### src/rtl/epv_map.vh
// register map, field positions, codes and reset values of the position report block
`ifndef EPV_MAP_VH
`define EPV_MAP_VH

`define EPV_ADDR_W 6
`define EPV_A_FINE_RES 6'h00
`define EPV_A_PROBE_SEL 6'h04
`define EPV_A_IRQ_STAT 6'h08
`define EPV_A_IRQ_MASK 6'h0C
`define EPV_A_STATUS 6'h10
`define EPV_A_E1_WORD_A 6'h14
`define EPV_A_E1_WORD_B 6'h18
`define EPV_A_E2_WORD_A 6'h1C
`define EPV_A_E2_WORD_B 6'h20

`define EPV_FR_W 5
`define EPV_FR_A_LSB 0
`define EPV_FR_B_LSB 8
`define EPV_FR_CH_STEP 16
`define EPV_FR_A_RST 5'h02
`define EPV_FR_B_RST 5'h02

`define EPV_PSEL_W 4
`define EPV_PSEL1_LSB 0
`define EPV_PSEL2_LSB 8
`define EPV_PSEL_NONE 4'h0

`define EPV_IRQ_W 4
`define EPV_IRQ_ERR_LSB 0
`define EPV_IRQ_CAP_LSB 2

`define EPV_ZSW_FUNC_LSB 0
`define EPV_ZSW_AVAIL_LSB 4
`define EPV_ZSW_ABS_ACK 13
`define EPV_ZSW_PARK 14
`define EPV_ZSW_ERR 15

`define EPV_CODE_W 16
`define EPV_CODE_NONE 16'h0000
`define EPV_CODE_ENC 16'h0001
`define EPV_CODE_ZMON 16'h0002
`define EPV_CODE_PARK 16'h0003
`define EPV_CODE_REF 16'h0004
`define EPV_CODE_GETREF 16'h0005
`define EPV_CODE_FLY 16'h0006
`define EPV_CODE_GETMEAS 16'h0007
`define EPV_CODE_ABS 16'h0008
`define EPV_CODE_UNSUP 16'h0F01

`define EPV_NUM_W 3
`define EPV_NUM_NONE 3'h0
`define EPV_NUM_ONE 3'h1
`define EPV_NUM_MAX 3'h4
`define EPV_MARK_FIRST 4'h1

`endif

### src/rtl/epv_top.v
// cyclic encoder position words and status words for two encoder channels
`timescale 1ns/100ps
`include "epv_map.vh"

module epv_top #(
    parameter NCH = 2,
    parameter POS_W = 32
) (
    input wire clk_sys,
    input wire sys_rst,
    input wire [`EPV_ADDR_W-1:0] bus_addr,
    input wire [31:0] bus_wdata,
    input wire bus_wr,
    input wire bus_rd,
    output reg [31:0] bus_rdata,
    output reg irq,
    input wire [NCH-1:0] enc_step,
    input wire [NCH-1:0] enc_dir,
    input wire [NCH-1:0] enc_fault,
    input wire [NCH-1:0] zero_mon_fail,
    input wire [NCH-1:0] zero_mark_pulse,
    input wire [NCH-1:0] has_zero_mark,
    input wire [NCH-1:0] dist_code_bad,
    input wire [NCH-1:0] probe_edge,
    input wire [NCH-1:0] abs_present,
    input wire [NCH-1:0] abs_alarm,
    input wire [NCH*POS_W-1:0] abs_value,
    input wire [NCH-1:0] park_do_selected,
    input wire [NCH-1:0] func_unsupported,
    input wire [NCH-1:0] req_ref_search,
    input wire [NCH*4-1:0] req_ref_mark,
    input wire [NCH-1:0] req_flying,
    input wire [NCH*`EPV_NUM_W-1:0] req_read_num,
    input wire [NCH-1:0] req_abs_cyclic,
    input wire [NCH-1:0] req_park,
    output wire [15:0] enc1_status_word,
    output wire [POS_W-1:0] enc1_position_word_a,
    output wire [POS_W-1:0] enc1_position_word_b,
    output wire [15:0] enc2_status_word,
    output wire [POS_W-1:0] enc2_position_word_a,
    output wire [POS_W-1:0] enc2_position_word_b
);

    reg [`EPV_FR_W-1:0] fr_a_reg [0:NCH-1];
    reg [`EPV_FR_W-1:0] fr_b_reg [0:NCH-1];
    reg [`EPV_PSEL_W-1:0] probe1_input_select_reg;
    reg [`EPV_PSEL_W-1:0] probe2_input_select_reg;
    reg [`EPV_IRQ_W-1:0] irq_stat_reg;
    reg [`EPV_IRQ_W-1:0] irq_mask_reg;
    reg [`EPV_IRQ_W-1:0] irq_stat_next;
    reg [`EPV_IRQ_W-1:0] irq_mask_next;
    reg [POS_W-1:0] word_a_reg [0:NCH-1];
    reg [POS_W-1:0] word_b_reg [0:NCH-1];
    reg [15:0] zsw_reg [0:NCH-1];
    wire [NCH-1:0] err_event;
    wire [NCH-1:0] cap_event;
    wire probe_cfg;
    wire wr_fine;

    assign probe_cfg = (probe1_input_select_reg != `EPV_PSEL_NONE) ||
        (probe2_input_select_reg != `EPV_PSEL_NONE);
    assign wr_fine = bus_wr && (bus_addr == `EPV_A_FINE_RES);

    genvar c;
    generate
        for (c = 0; c < NCH; c = c + 1) begin : ch
            reg [POS_W-1:0] cnt_reg;
            reg [POS_W-1:0] ref_val_reg;
            reg [POS_W-1:0] meas_val_reg;
            reg ref_avail_reg;
            reg meas_avail_reg;
            reg err_seen_reg;
            reg fly_run_reg;
            reg [`EPV_CODE_W-1:0] code;
            reg [POS_W-1:0] val_b;
            reg [15:0] zsw_next;
            reg abs_ok;
            wire ref_act;
            wire fly_act;
            wire [3:0] mark;
            wire [`EPV_NUM_W-1:0] rnum;
            wire rd_req;
            wire [POS_W-1:0] absv;

            assign mark = req_ref_mark[c*4 +: 4];
            assign rnum = req_read_num[c*`EPV_NUM_W +: `EPV_NUM_W];
            assign rd_req = (rnum != `EPV_NUM_NONE);
            assign absv = abs_value[c*POS_W +: POS_W];
            assign ref_act = req_ref_search[c] && !req_park[c];
            assign fly_act = req_flying[c] && !req_park[c];

            // line count; one sin/cos period counts as one line
            always @(posedge clk_sys or posedge sys_rst) begin
                if (sys_rst) begin
                    cnt_reg <= {POS_W{1'b0}};
                end else if (enc_step[c] && !req_park[c]) begin
                    // free-running, wraps through both ends
                    if (enc_dir[c]) begin
                        cnt_reg <= cnt_reg - 1'b1;
                    end else begin
                        cnt_reg <= cnt_reg + 1'b1;
                    end
                end
            end

            // captured values kept until the function is dropped and no read is requested
            always @(posedge clk_sys or posedge sys_rst) begin
                if (sys_rst) begin
                    ref_val_reg <= {POS_W{1'b0}};
                    meas_val_reg <= {POS_W{1'b0}};
                    ref_avail_reg <= 1'b0;
                    meas_avail_reg <= 1'b0;
                    err_seen_reg <= 1'b0;
                end else begin
                    err_seen_reg <= (code != `EPV_CODE_NONE);
                    if (ref_act && zero_mark_pulse[c] && !ref_avail_reg) begin
                        ref_val_reg <= cnt_reg;
                        ref_avail_reg <= 1'b1;
                    end else if (!req_ref_search[c] && !rd_req) begin
                        ref_avail_reg <= 1'b0;
                    end
                    if (fly_act && probe_cfg && probe_edge[c] && !meas_avail_reg) begin
                        meas_val_reg <= cnt_reg;
                        meas_avail_reg <= 1'b1;
                    end else if (!req_flying[c] && !rd_req) begin
                        meas_avail_reg <= 1'b0;
                    end
                end
            end

            // remembers that flying measurement ran before a search was asked for
            always @(posedge clk_sys or posedge sys_rst) begin
                if (sys_rst) begin
                    fly_run_reg <= 1'b0;
                end else begin
                    fly_run_reg <= req_flying[c] && (fly_run_reg || !req_ref_search[c]);
                end
            end

            assign err_event[c] = (code != `EPV_CODE_NONE) && !err_seen_reg;
            assign cap_event[c] = (ref_act && zero_mark_pulse[c] && !ref_avail_reg) ||
                (fly_act && probe_cfg && probe_edge[c] && !meas_avail_reg);

            // error code selection, most severe cause first
            always @* begin
                code = `EPV_CODE_NONE;
                abs_ok = abs_present[c] && !abs_alarm[c];
                if (enc_fault[c]) begin
                    code = `EPV_CODE_ENC;
                end else if (zero_mon_fail[c]) begin
                    code = `EPV_CODE_ZMON;
                end else if (req_park[c] && park_do_selected[c]) begin
                    code = `EPV_CODE_PARK;
                end else if (func_unsupported[c]) begin
                    code = `EPV_CODE_UNSUP;
                end else if (req_ref_search[c] && !(fly_run_reg && req_flying[c])) begin
                    // marks 2 to 4 not searched; read or flying mode aborts search
                    if (!has_zero_mark[c] || (mark != `EPV_MARK_FIRST) ||
                        req_flying[c] || rd_req || dist_code_bad[c]) begin
                        code = `EPV_CODE_REF;
                    end
                end else if (req_flying[c]) begin
                    // a search asked for during a running measurement aborts the measurement
                    if (!probe_cfg || rd_req || req_park[c] || req_ref_search[c]) begin
                        code = `EPV_CODE_FLY;
                    end
                end else if (rd_req && ref_avail_reg) begin
                    // only reference value 1 is held
                    if ((rnum > `EPV_NUM_MAX) || (rnum != `EPV_NUM_ONE)) begin
                        code = `EPV_CODE_GETREF;
                    end
                end else if (rd_req && meas_avail_reg) begin
                    if ((rnum != `EPV_NUM_ONE) || req_park[c] ||
                        park_do_selected[c]) begin
                        code = `EPV_CODE_GETMEAS;
                    end
                end else if (rd_req) begin
                    // nothing held: a reference fetch is assumed
                    code = `EPV_CODE_GETREF;
                end else if (req_abs_cyclic[c] && !abs_ok) begin
                    code = `EPV_CODE_ABS;
                end
            end

            // word b content by priority: error, fetched value, absolute value
            always @* begin
                val_b = {POS_W{1'b0}};
                if (code != `EPV_CODE_NONE) begin
                    val_b = {{(POS_W-`EPV_CODE_W){1'b0}}, code};
                end else if (rd_req && ref_avail_reg) begin
                    val_b = ref_val_reg << fr_b_reg[c];
                end else if (rd_req && meas_avail_reg) begin
                    val_b = meas_val_reg << fr_b_reg[c];
                end else if (req_abs_cyclic[c] && !req_park[c]) begin
                    val_b = absv << fr_b_reg[c];
                end
            end

            always @* begin
                zsw_next = 16'h0000;
                zsw_next[`EPV_ZSW_FUNC_LSB] = ref_act || fly_act;
                zsw_next[`EPV_ZSW_AVAIL_LSB] = ref_avail_reg || meas_avail_reg;
                zsw_next[`EPV_ZSW_ABS_ACK] = req_abs_cyclic[c] && abs_ok && !rd_req &&
                    (code == `EPV_CODE_NONE);
                zsw_next[`EPV_ZSW_PARK] = req_park[c] && !park_do_selected[c];
                zsw_next[`EPV_ZSW_ERR] = (code != `EPV_CODE_NONE);
            end

            always @(posedge clk_sys or posedge sys_rst) begin
                if (sys_rst) begin
                    word_a_reg[c] <= {POS_W{1'b0}};
                    word_b_reg[c] <= {POS_W{1'b0}};
                    zsw_reg[c] <= 16'h0000;
                end else begin
                    // plain shift: no modulo, bits shifted out are lost
                    word_a_reg[c] <= cnt_reg << fr_a_reg[c];
                    word_b_reg[c] <= val_b;
                    zsw_reg[c] <= zsw_next;
                end
            end

            always @(posedge clk_sys or posedge sys_rst) begin
                if (sys_rst) begin
                    fr_a_reg[c] <= `EPV_FR_A_RST;
                    fr_b_reg[c] <= `EPV_FR_B_RST;
                end else if (wr_fine) begin
                    fr_a_reg[c] <= bus_wdata[c*`EPV_FR_CH_STEP+`EPV_FR_A_LSB +: `EPV_FR_W];
                    fr_b_reg[c] <= bus_wdata[c*`EPV_FR_CH_STEP+`EPV_FR_B_LSB +: `EPV_FR_W];
                end
            end
        end
    endgenerate

    // the controller owns wrap detection of word a
    assign enc1_status_word = zsw_reg[0];
    assign enc1_position_word_a = word_a_reg[0];
    assign enc1_position_word_b = word_b_reg[0];
    assign enc2_status_word = zsw_reg[1];
    assign enc2_position_word_a = word_a_reg[1];
    assign enc2_position_word_b = word_b_reg[1];

    // sticky events: a new event wins over a clear in the same cycle
    always @* begin
        irq_stat_next = irq_stat_reg;
        if (bus_wr && (bus_addr == `EPV_A_IRQ_STAT)) begin
            irq_stat_next = irq_stat_reg & ~bus_wdata[`EPV_IRQ_W-1:0];
        end
        irq_stat_next[`EPV_IRQ_ERR_LSB +: NCH] =
            irq_stat_next[`EPV_IRQ_ERR_LSB +: NCH] | err_event;
        irq_stat_next[`EPV_IRQ_CAP_LSB +: NCH] =
            irq_stat_next[`EPV_IRQ_CAP_LSB +: NCH] | cap_event;
    end

    // the mask is taken at its next value so a mask write reaches irq at once
    always @* begin
        irq_mask_next = irq_mask_reg;
        if (bus_wr && (bus_addr == `EPV_A_IRQ_MASK)) begin
            irq_mask_next = bus_wdata[`EPV_IRQ_W-1:0];
        end
    end

    always @(posedge clk_sys or posedge sys_rst) begin
        if (sys_rst) begin
            irq_stat_reg <= {`EPV_IRQ_W{1'b0}};
            irq_mask_reg <= {`EPV_IRQ_W{1'b0}};
            irq <= 1'b0;
            probe1_input_select_reg <= `EPV_PSEL_NONE;
            probe2_input_select_reg <= `EPV_PSEL_NONE;
        end else begin
            irq_stat_reg <= irq_stat_next;
            irq_mask_reg <= irq_mask_next;
            irq <= |(irq_stat_next & irq_mask_next);
            if (bus_wr && (bus_addr == `EPV_A_PROBE_SEL)) begin
                probe1_input_select_reg <= bus_wdata[`EPV_PSEL1_LSB +: `EPV_PSEL_W];
                probe2_input_select_reg <= bus_wdata[`EPV_PSEL2_LSB +: `EPV_PSEL_W];
            end
        end
    end

    // read data valid only in the cycle after the strobe; unmapped reads zero
    always @(posedge clk_sys or posedge sys_rst) begin
        if (sys_rst) begin
            bus_rdata <= 32'h0000_0000;
        end else if (!bus_rd) begin
            bus_rdata <= 32'h0000_0000;
        end else begin
            case (bus_addr)
                `EPV_A_FINE_RES: begin
                    bus_rdata <= {3'h0, fr_b_reg[1], 3'h0, fr_a_reg[1],
                        3'h0, fr_b_reg[0], 3'h0, fr_a_reg[0]};
                end
                `EPV_A_PROBE_SEL: begin
                    bus_rdata <= {20'h0_0000, probe2_input_select_reg,
                        4'h0, probe1_input_select_reg};
                end
                `EPV_A_IRQ_STAT: begin
                    bus_rdata <= {28'h000_0000, irq_stat_reg};
                end
                `EPV_A_IRQ_MASK: begin
                    bus_rdata <= {28'h000_0000, irq_mask_reg};
                end
                `EPV_A_STATUS: begin
                    bus_rdata <= {zsw_reg[1], zsw_reg[0]};
                end
                `EPV_A_E1_WORD_A: begin
                    bus_rdata <= word_a_reg[0];
                end
                `EPV_A_E1_WORD_B: begin
                    bus_rdata <= word_b_reg[0];
                end
                `EPV_A_E2_WORD_A: begin
                    bus_rdata <= word_a_reg[1];
                end
                `EPV_A_E2_WORD_B: begin
                    bus_rdata <= word_b_reg[1];
                end
                default: begin
                    bus_rdata <= 32'h0000_0000;
                end
            endcase
        end
    end

endmodule

### config.mk
export PLATFORM = sky130hd
export DESIGN_NAME = epv_top
export DESIGN_NICKNAME = d
export VERILOG_FILES = /design/src/rtl/epv_top.v
export VERILOG_INCLUDE_DIRS = /design/src /design/src/rtl
export SDC_FILE = /design/constraint.sdc
export NUM_CORES = 2
export LEC_CHECK = 0
export BUFFER_PORTS_ARGS = -buffer_cell sky130_fd_sc_hd__buf_2
export CAP_MARGIN = 10
export CORE_MARGIN = 3
export CORE_UTILIZATION = 30
export DETAILED_ROUTE_END_ITERATION = 16
export PLACE_DENSITY_LB_ADDON = 0.25
export RECOVER_POWER = 50
export SYNTH_ARGS = -nofsm -noshare
export SYNTH_HDL_FRONTEND = slang
export SYNTH_SLANG_ARGS = --single-unit
### constraint.sdc
create_clock -name clk_sys -period 45 [get_ports clk_sys]
set_input_delay 9 -clock clk_sys [delete_from_list [all_inputs] [get_ports clk_sys]]
set_output_delay 9 -clock clk_sys [all_outputs]
set_load 0.05 [all_outputs]
Yosys cells after proc, flatten, opt, wreduce, memory -nomap -nowiden

Cells that the tools add are included.

Register bits after elaboration: 407
Input bits: 152
Output and inout bits: 193
Word-level logic and storage cells: 231

Add/subtract/negate cells: 4
Order comparisons: 2
Eq/ne operators: 12
Shift-type cells: 8
Mux-type cells: 50
Bitwise gates (word level): 5
Reduce and logical (&&, ||, !) cells: 120

Operator list:

| operator                                              | number |
|---|---|
| two-way mux 32 bit                                    | 11 |
| case mux 32 bit (9 select lines)                      | 1 |
| two-way mux 16 bit                                    | 16 |
| << shifter 32 x 5 -> 32 bit                           | 8 |
| adder 32 x 1 -> 32 bit, second input constant         | 2 |
| subtractor 32 x 1 -> 32 bit, second input constant    | 2 |
| logical AND 1 bit                                     | 52 |
| logical NOT 16 bit                                    | 2 |
| nonzero test 16 bit                                   | 2 |
| logical OR 1 bit                                      | 29 |
| logical NOT 1 bit                                     | 25 |
| equality test 6 x 5 -> 1 bit, second input constant   | 4 |
| two-way mux 3 bit                                     | 8 |
| two-way mux 4 bit                                     | 6 |
| equality test 6 x 4 -> 1 bit, second input constant   | 2 |
| AND 4 bit                                             | 2 |
| two-way mux 1 bit                                     | 8 |
| inequality test 4 x 1 -> 1 bit, second input constant | 2 |
| nonzero test 2 bit                                    | 4 |
| nonzero test 4 bit                                    | 2 |
| equality test 6 x 3 -> 1 bit, second input constant   | 1 |
| equality test 6 bit, second input constant            | 1 |
| > comparator 3 bit, second input constant             | 2 |
| logical NOT 6 bit                                     | 1 |
| 5 further kinds                                       | 8 |

Depth between registers and ports, before layout

Depth in word-level cells: 19
Depth in mapped cells: 12
Mapped depth without buffers: 10

Least setup slack after synthesis

No wires, ideal clock.

Path kind: input port to flip-flop
Start point: input enc_dir[1]
End point: register ch[1].cnt_reg[31]
Setup time: 0.139 ns
Arrival time: 11.174 ns
Data required time: 44.861 ns
Path slack: 33.687 ns
Cell stages on the path: 9
Buffers on the path: 0
Cell sequence: ha_1 a211oi_1 nor4b_1 a211oi_2 nor3_1 or4_1 o211a_1 a311oi_1 nand4_1

Longest elaborated chain between the ends: 1

Ends and longest elaborated chain:

| what                   | line          | text |
|---|---|---|
| start: declaration     | epv_top.v:18  | `input wire [NCH-1:0] enc_dir,` |
| two-way mux 32 bit     | epv_top.v:98  | `if (enc_dir[c]) begin` |
| end signal: assignment | epv_top.v:95  | `cnt_reg <= {POS_W{1'b0}};` |
| end signal: assignment | epv_top.v:99  | `cnt_reg <= cnt_reg - 1'b1;` |
| end signal: assignment | epv_top.v:101 | `cnt_reg <= cnt_reg + 1'b1;` |
| end: declaration       | epv_top.v:67  | `reg [POS_W-1:0] cnt_reg;` |

No other way between the ends.
A chain may end at the register's enable or synchronous reset.

==> impl_metrics.yaml <==
synth:
  ys_ff_latch: 405
  ys_types: 81
  syn_area_sq_mm: 0.03086
  synthCells: 3330
  synth-edff-count: 0
  syn_avg_cell_area_sq_um: 9.268
  synthFlopType: "dfrtp_1"
  async_reset_ff_frac: 1.000
  yosysWarnings: 0
  ys_seq_area_frac: 0.3286
timing:
  tightest_slew_ps: 4868
  slew_headroom: -2.263
  finalSetupViolCount: 0
  setup_ws_ps: 29660
  maxSlewViolCount: 519
  fmax_ghz: 0.06520
  period_minus_slack_ps: 15340
  tns_ps: 0
  fin_worst_skew_ps: 48.78
  hold_viol: 0
  grt_setup_unrepaired: "false"
  timing.final.crit_share: 0.3408
cts:
  cts.sinks: 405
  cts_tree: "done"
  clkSlewWorstSetupHoldPaths_ps: 60
  clockBufferDepth: 3
  ctsHoldBuffers: 0
  insertion_delay_ps: 650
  numCtsBuffers: 51
  cts_setup_buffers: 0
  cts-root-buf: "clkbuf_16"
  ctsResizeCount: 0
  cts_max_level: 2
critical_path:
  cp-end-kind: "asynchronous set/reset pin"
  path_class: "in -> async"
  cp_max_fo: 106
  arrival_ps: 15980
  required_ps: 45640
  cp-start-kind: "primary input"
floorplan:
  initial_core_util: 0.3029
  die_h_um: 326.7
  fp.dieW_um: 326.7
  io_pins: 345
  die_area_sq_mm: 0.1068
  coreArea_sq_mm: 0.1019
  fp-row-count: 117
grt:
  met1_usage: 0.3358
  antenna_found_initial: 17
  grt_use_met3: 0.05492
  grt_max_degree: 107
  grt_remaining_overflow: 0
  grt_pass1_wl_mm: 187.8
  grt_util_met2: 0.3518
  grt_use_total: 0.2344
  gr-max-usage-layer: "met2"
  grt_pass1_vias: 26560
outcome:
  status: "complete, but fails checks"
  violations: "capacitance limit, slew limit"
final_layout:
  areaGrowthSynthToFinish_pct: 13.38
  fin_area_sq_mm: 0.03499
  layout-drive-gt1-share: 0.2050
  nNetsFinal: 3693
  finalNonFillerCells: 4890
drt:
  drc: 0
  wl_per_cell_um: 26.40
  num_vias: 28200
  via_per_inst: 5.768
  firstDrtPassIters: 7
  first_iter_violations: 3814
  ant_nets: 0
  totalWireLength_mm: 129.1
power_and_ir_drop:
  powerDensity_mw_per_mm2: 66.86
  ir_worst_vdd_mv: 0.04077
  cellLeakagePower_nw: 14.50
place:
  port_buffers: 310
  placed_area_sq_mm: 0.03342
  hpwl_mm: 98.61
  gp_congestion: 0.9909
  dp_cells: 4794
  place_ws_ps: 32470
worst_hold_path:
  hold_path_class: "reg -> reg"
flow_run:
  drv_cap: 10
==> cell usage in the layout (no fill, tap or decap), types with 12 or more instances in the layout <==
cell / n
nor2_1: 241
conb_1: 22
nor2b_1: 32
buf_4: 44
and2_1: 19
o31ai_1: 15
a21oi_1: 233
a311oi_1: 17
a211oi_1: 80
a31oi_1: 25
mux4_2: 156
nor3b_1: 15
a21o_1: 23
clkbuf_1: 115
nand3_1: 52
or3_1: 15
clkbuf_16: 52
nor3_1: 57
o21bai_1: 13
nand4_1: 12
and3_1: 44
o21ai_0: 214
xnor2_1: 20
nand2_1: 481
o21a_1: 16
o221ai_1: 15
nand2b_1: 25
inv_1: 52
dfrtp_1: 395
a221oi_1: 23
mux2i_1: 230
o22ai_1: 46
clkbuf_8: 12
a222oi_1: 32
mux2_2: 175
buf_2: 213
xor2_1: 22
ha_1: 60
o211ai_1: 19
==> logic make-up (layout without fill, tap and decap cells) <==
| group | count (synthesis) | in the layout | synth area share |
|---|---|---|---|
| AOI/OAI and AO/OA | 854 | 854 | 0.1779 |
| xor gates and xnor gates | 42 | 42 | 0.01192 |
| adders and majority gates | 62 | 62 | 0.02562 |
| buffers and inverters | 350 | 516 | 0.04841 |
| DFF | 405 | 405 | 0.3286 |
| muxes | 568 | 568 | 0.2549 |
| other | 1 | 27 | 0.0001215 |
| and+or+nand+nor | 1048 | 1048 | 0.1526 |
==> Yosys cell counts, drive strengths merged, types with 13 or more instances <==
cell type	n	area, sq um
a211oi	82	625.6
o211ai	19	142.6
ha	60	750.7
mux4	156	3513
and3	44	275.3
o21a	16	120.1
o31ai	15	112.6
o21bai	13	97.59
a31oi	25	156.4
dfrtp	401	10030
nand2	481	1805
xor2	22	192.7
o22ai	46	287.8
a221oi	23	201.4
inv	60	225.2
a21o	23	172.7
mux2i	230	2302
or3	15	93.84
buf	111	595.6
nor3	63	340.3
xnor2	20	175.2
mux2	182	2049
nand2b	27	176.4
o221ai	15	131.4
a21oi	233	1166
o21ai	215	1076
nor2	243	912.1
nor3b	16	125.1
a311oi	17	148.9
nor2b	32	200.2
clkbuf	177	665.6
nand3	53	265.3
a222oi	32	320.3
and2	21	131.4
==> area by class of cell <==
| class | count | area (sq um) |
|---|---|---|
| inverters | 62 | 235.2 |
| repair buffers | 363 | 1794 |
| diodes | 5 | 12.51 |
| flip-flops and latches | 405 | 10160 |
| clock buffers | 73 | 1500 |
| multi-input cells | 2596 | 19340 |
| well taps | 1368 | 1712 |
| clock inverters | 18 | 241.5 |
| fillers | 10610 | 66900 |
==> layer usage <==
metal / wire length, um / up-vias
met3: 12180 / 169
met1: 56740 / 14080
met2: 56370 / 1251
met4: 3799 / 0
met5: 0 / -
li1: - / 12700
==> path summary, 6_finish.rpt <==
path	slack, ps	end	startpoint	cells past startpoint
worst max-delay path	29660	fr_b_reg[0]	sys_rst	5
worst min-delay path	510	fr_a_reg[4]	fr_a_reg[4]	1
worst max register to register	41110	enc1_position_word_b[26]	fr_b_reg[6]	8
worst min register to register	510	fr_a_reg[4]	fr_a_reg[4]	1
max in group clk_sys	32870	ch[1].cnt_reg[31]	req_park[1]	7
min in group asynchronous	9840	bus_rdata[23]	sys_rst	2
==> power by group <==
part           internal [mW]  total (mW)  leakage [nW]  switching [mW]
registers              0.481       0.722          5.13           0.242
clock network          0.255       0.430         0.849           0.175
logic                  0.472        1.19          8.53           0.715
==> worst max-delay path, cell delays in order <==
cell,delay (ps)
buf_2,100
clkinvlp_2,2660
clkbuf_1,2440
buf_4,910
buf_4,670
==> metrics by stage <==
step / hold slack (ps) / util / power [mW]
detailed placement: 498.1 / 0.3280 / 1.896
CTS: 510.7 / 0.3451 / 2.334
global route: 517.8 / 0.3434 / 2.482
global placement: 492.3 / 0.3280 / 1.892
floorplan: 474.1 / - / 1.490
finish: 509.8 / 0.3434 / 2.339
Note: power is estimated with default switching activity, not from simulation.
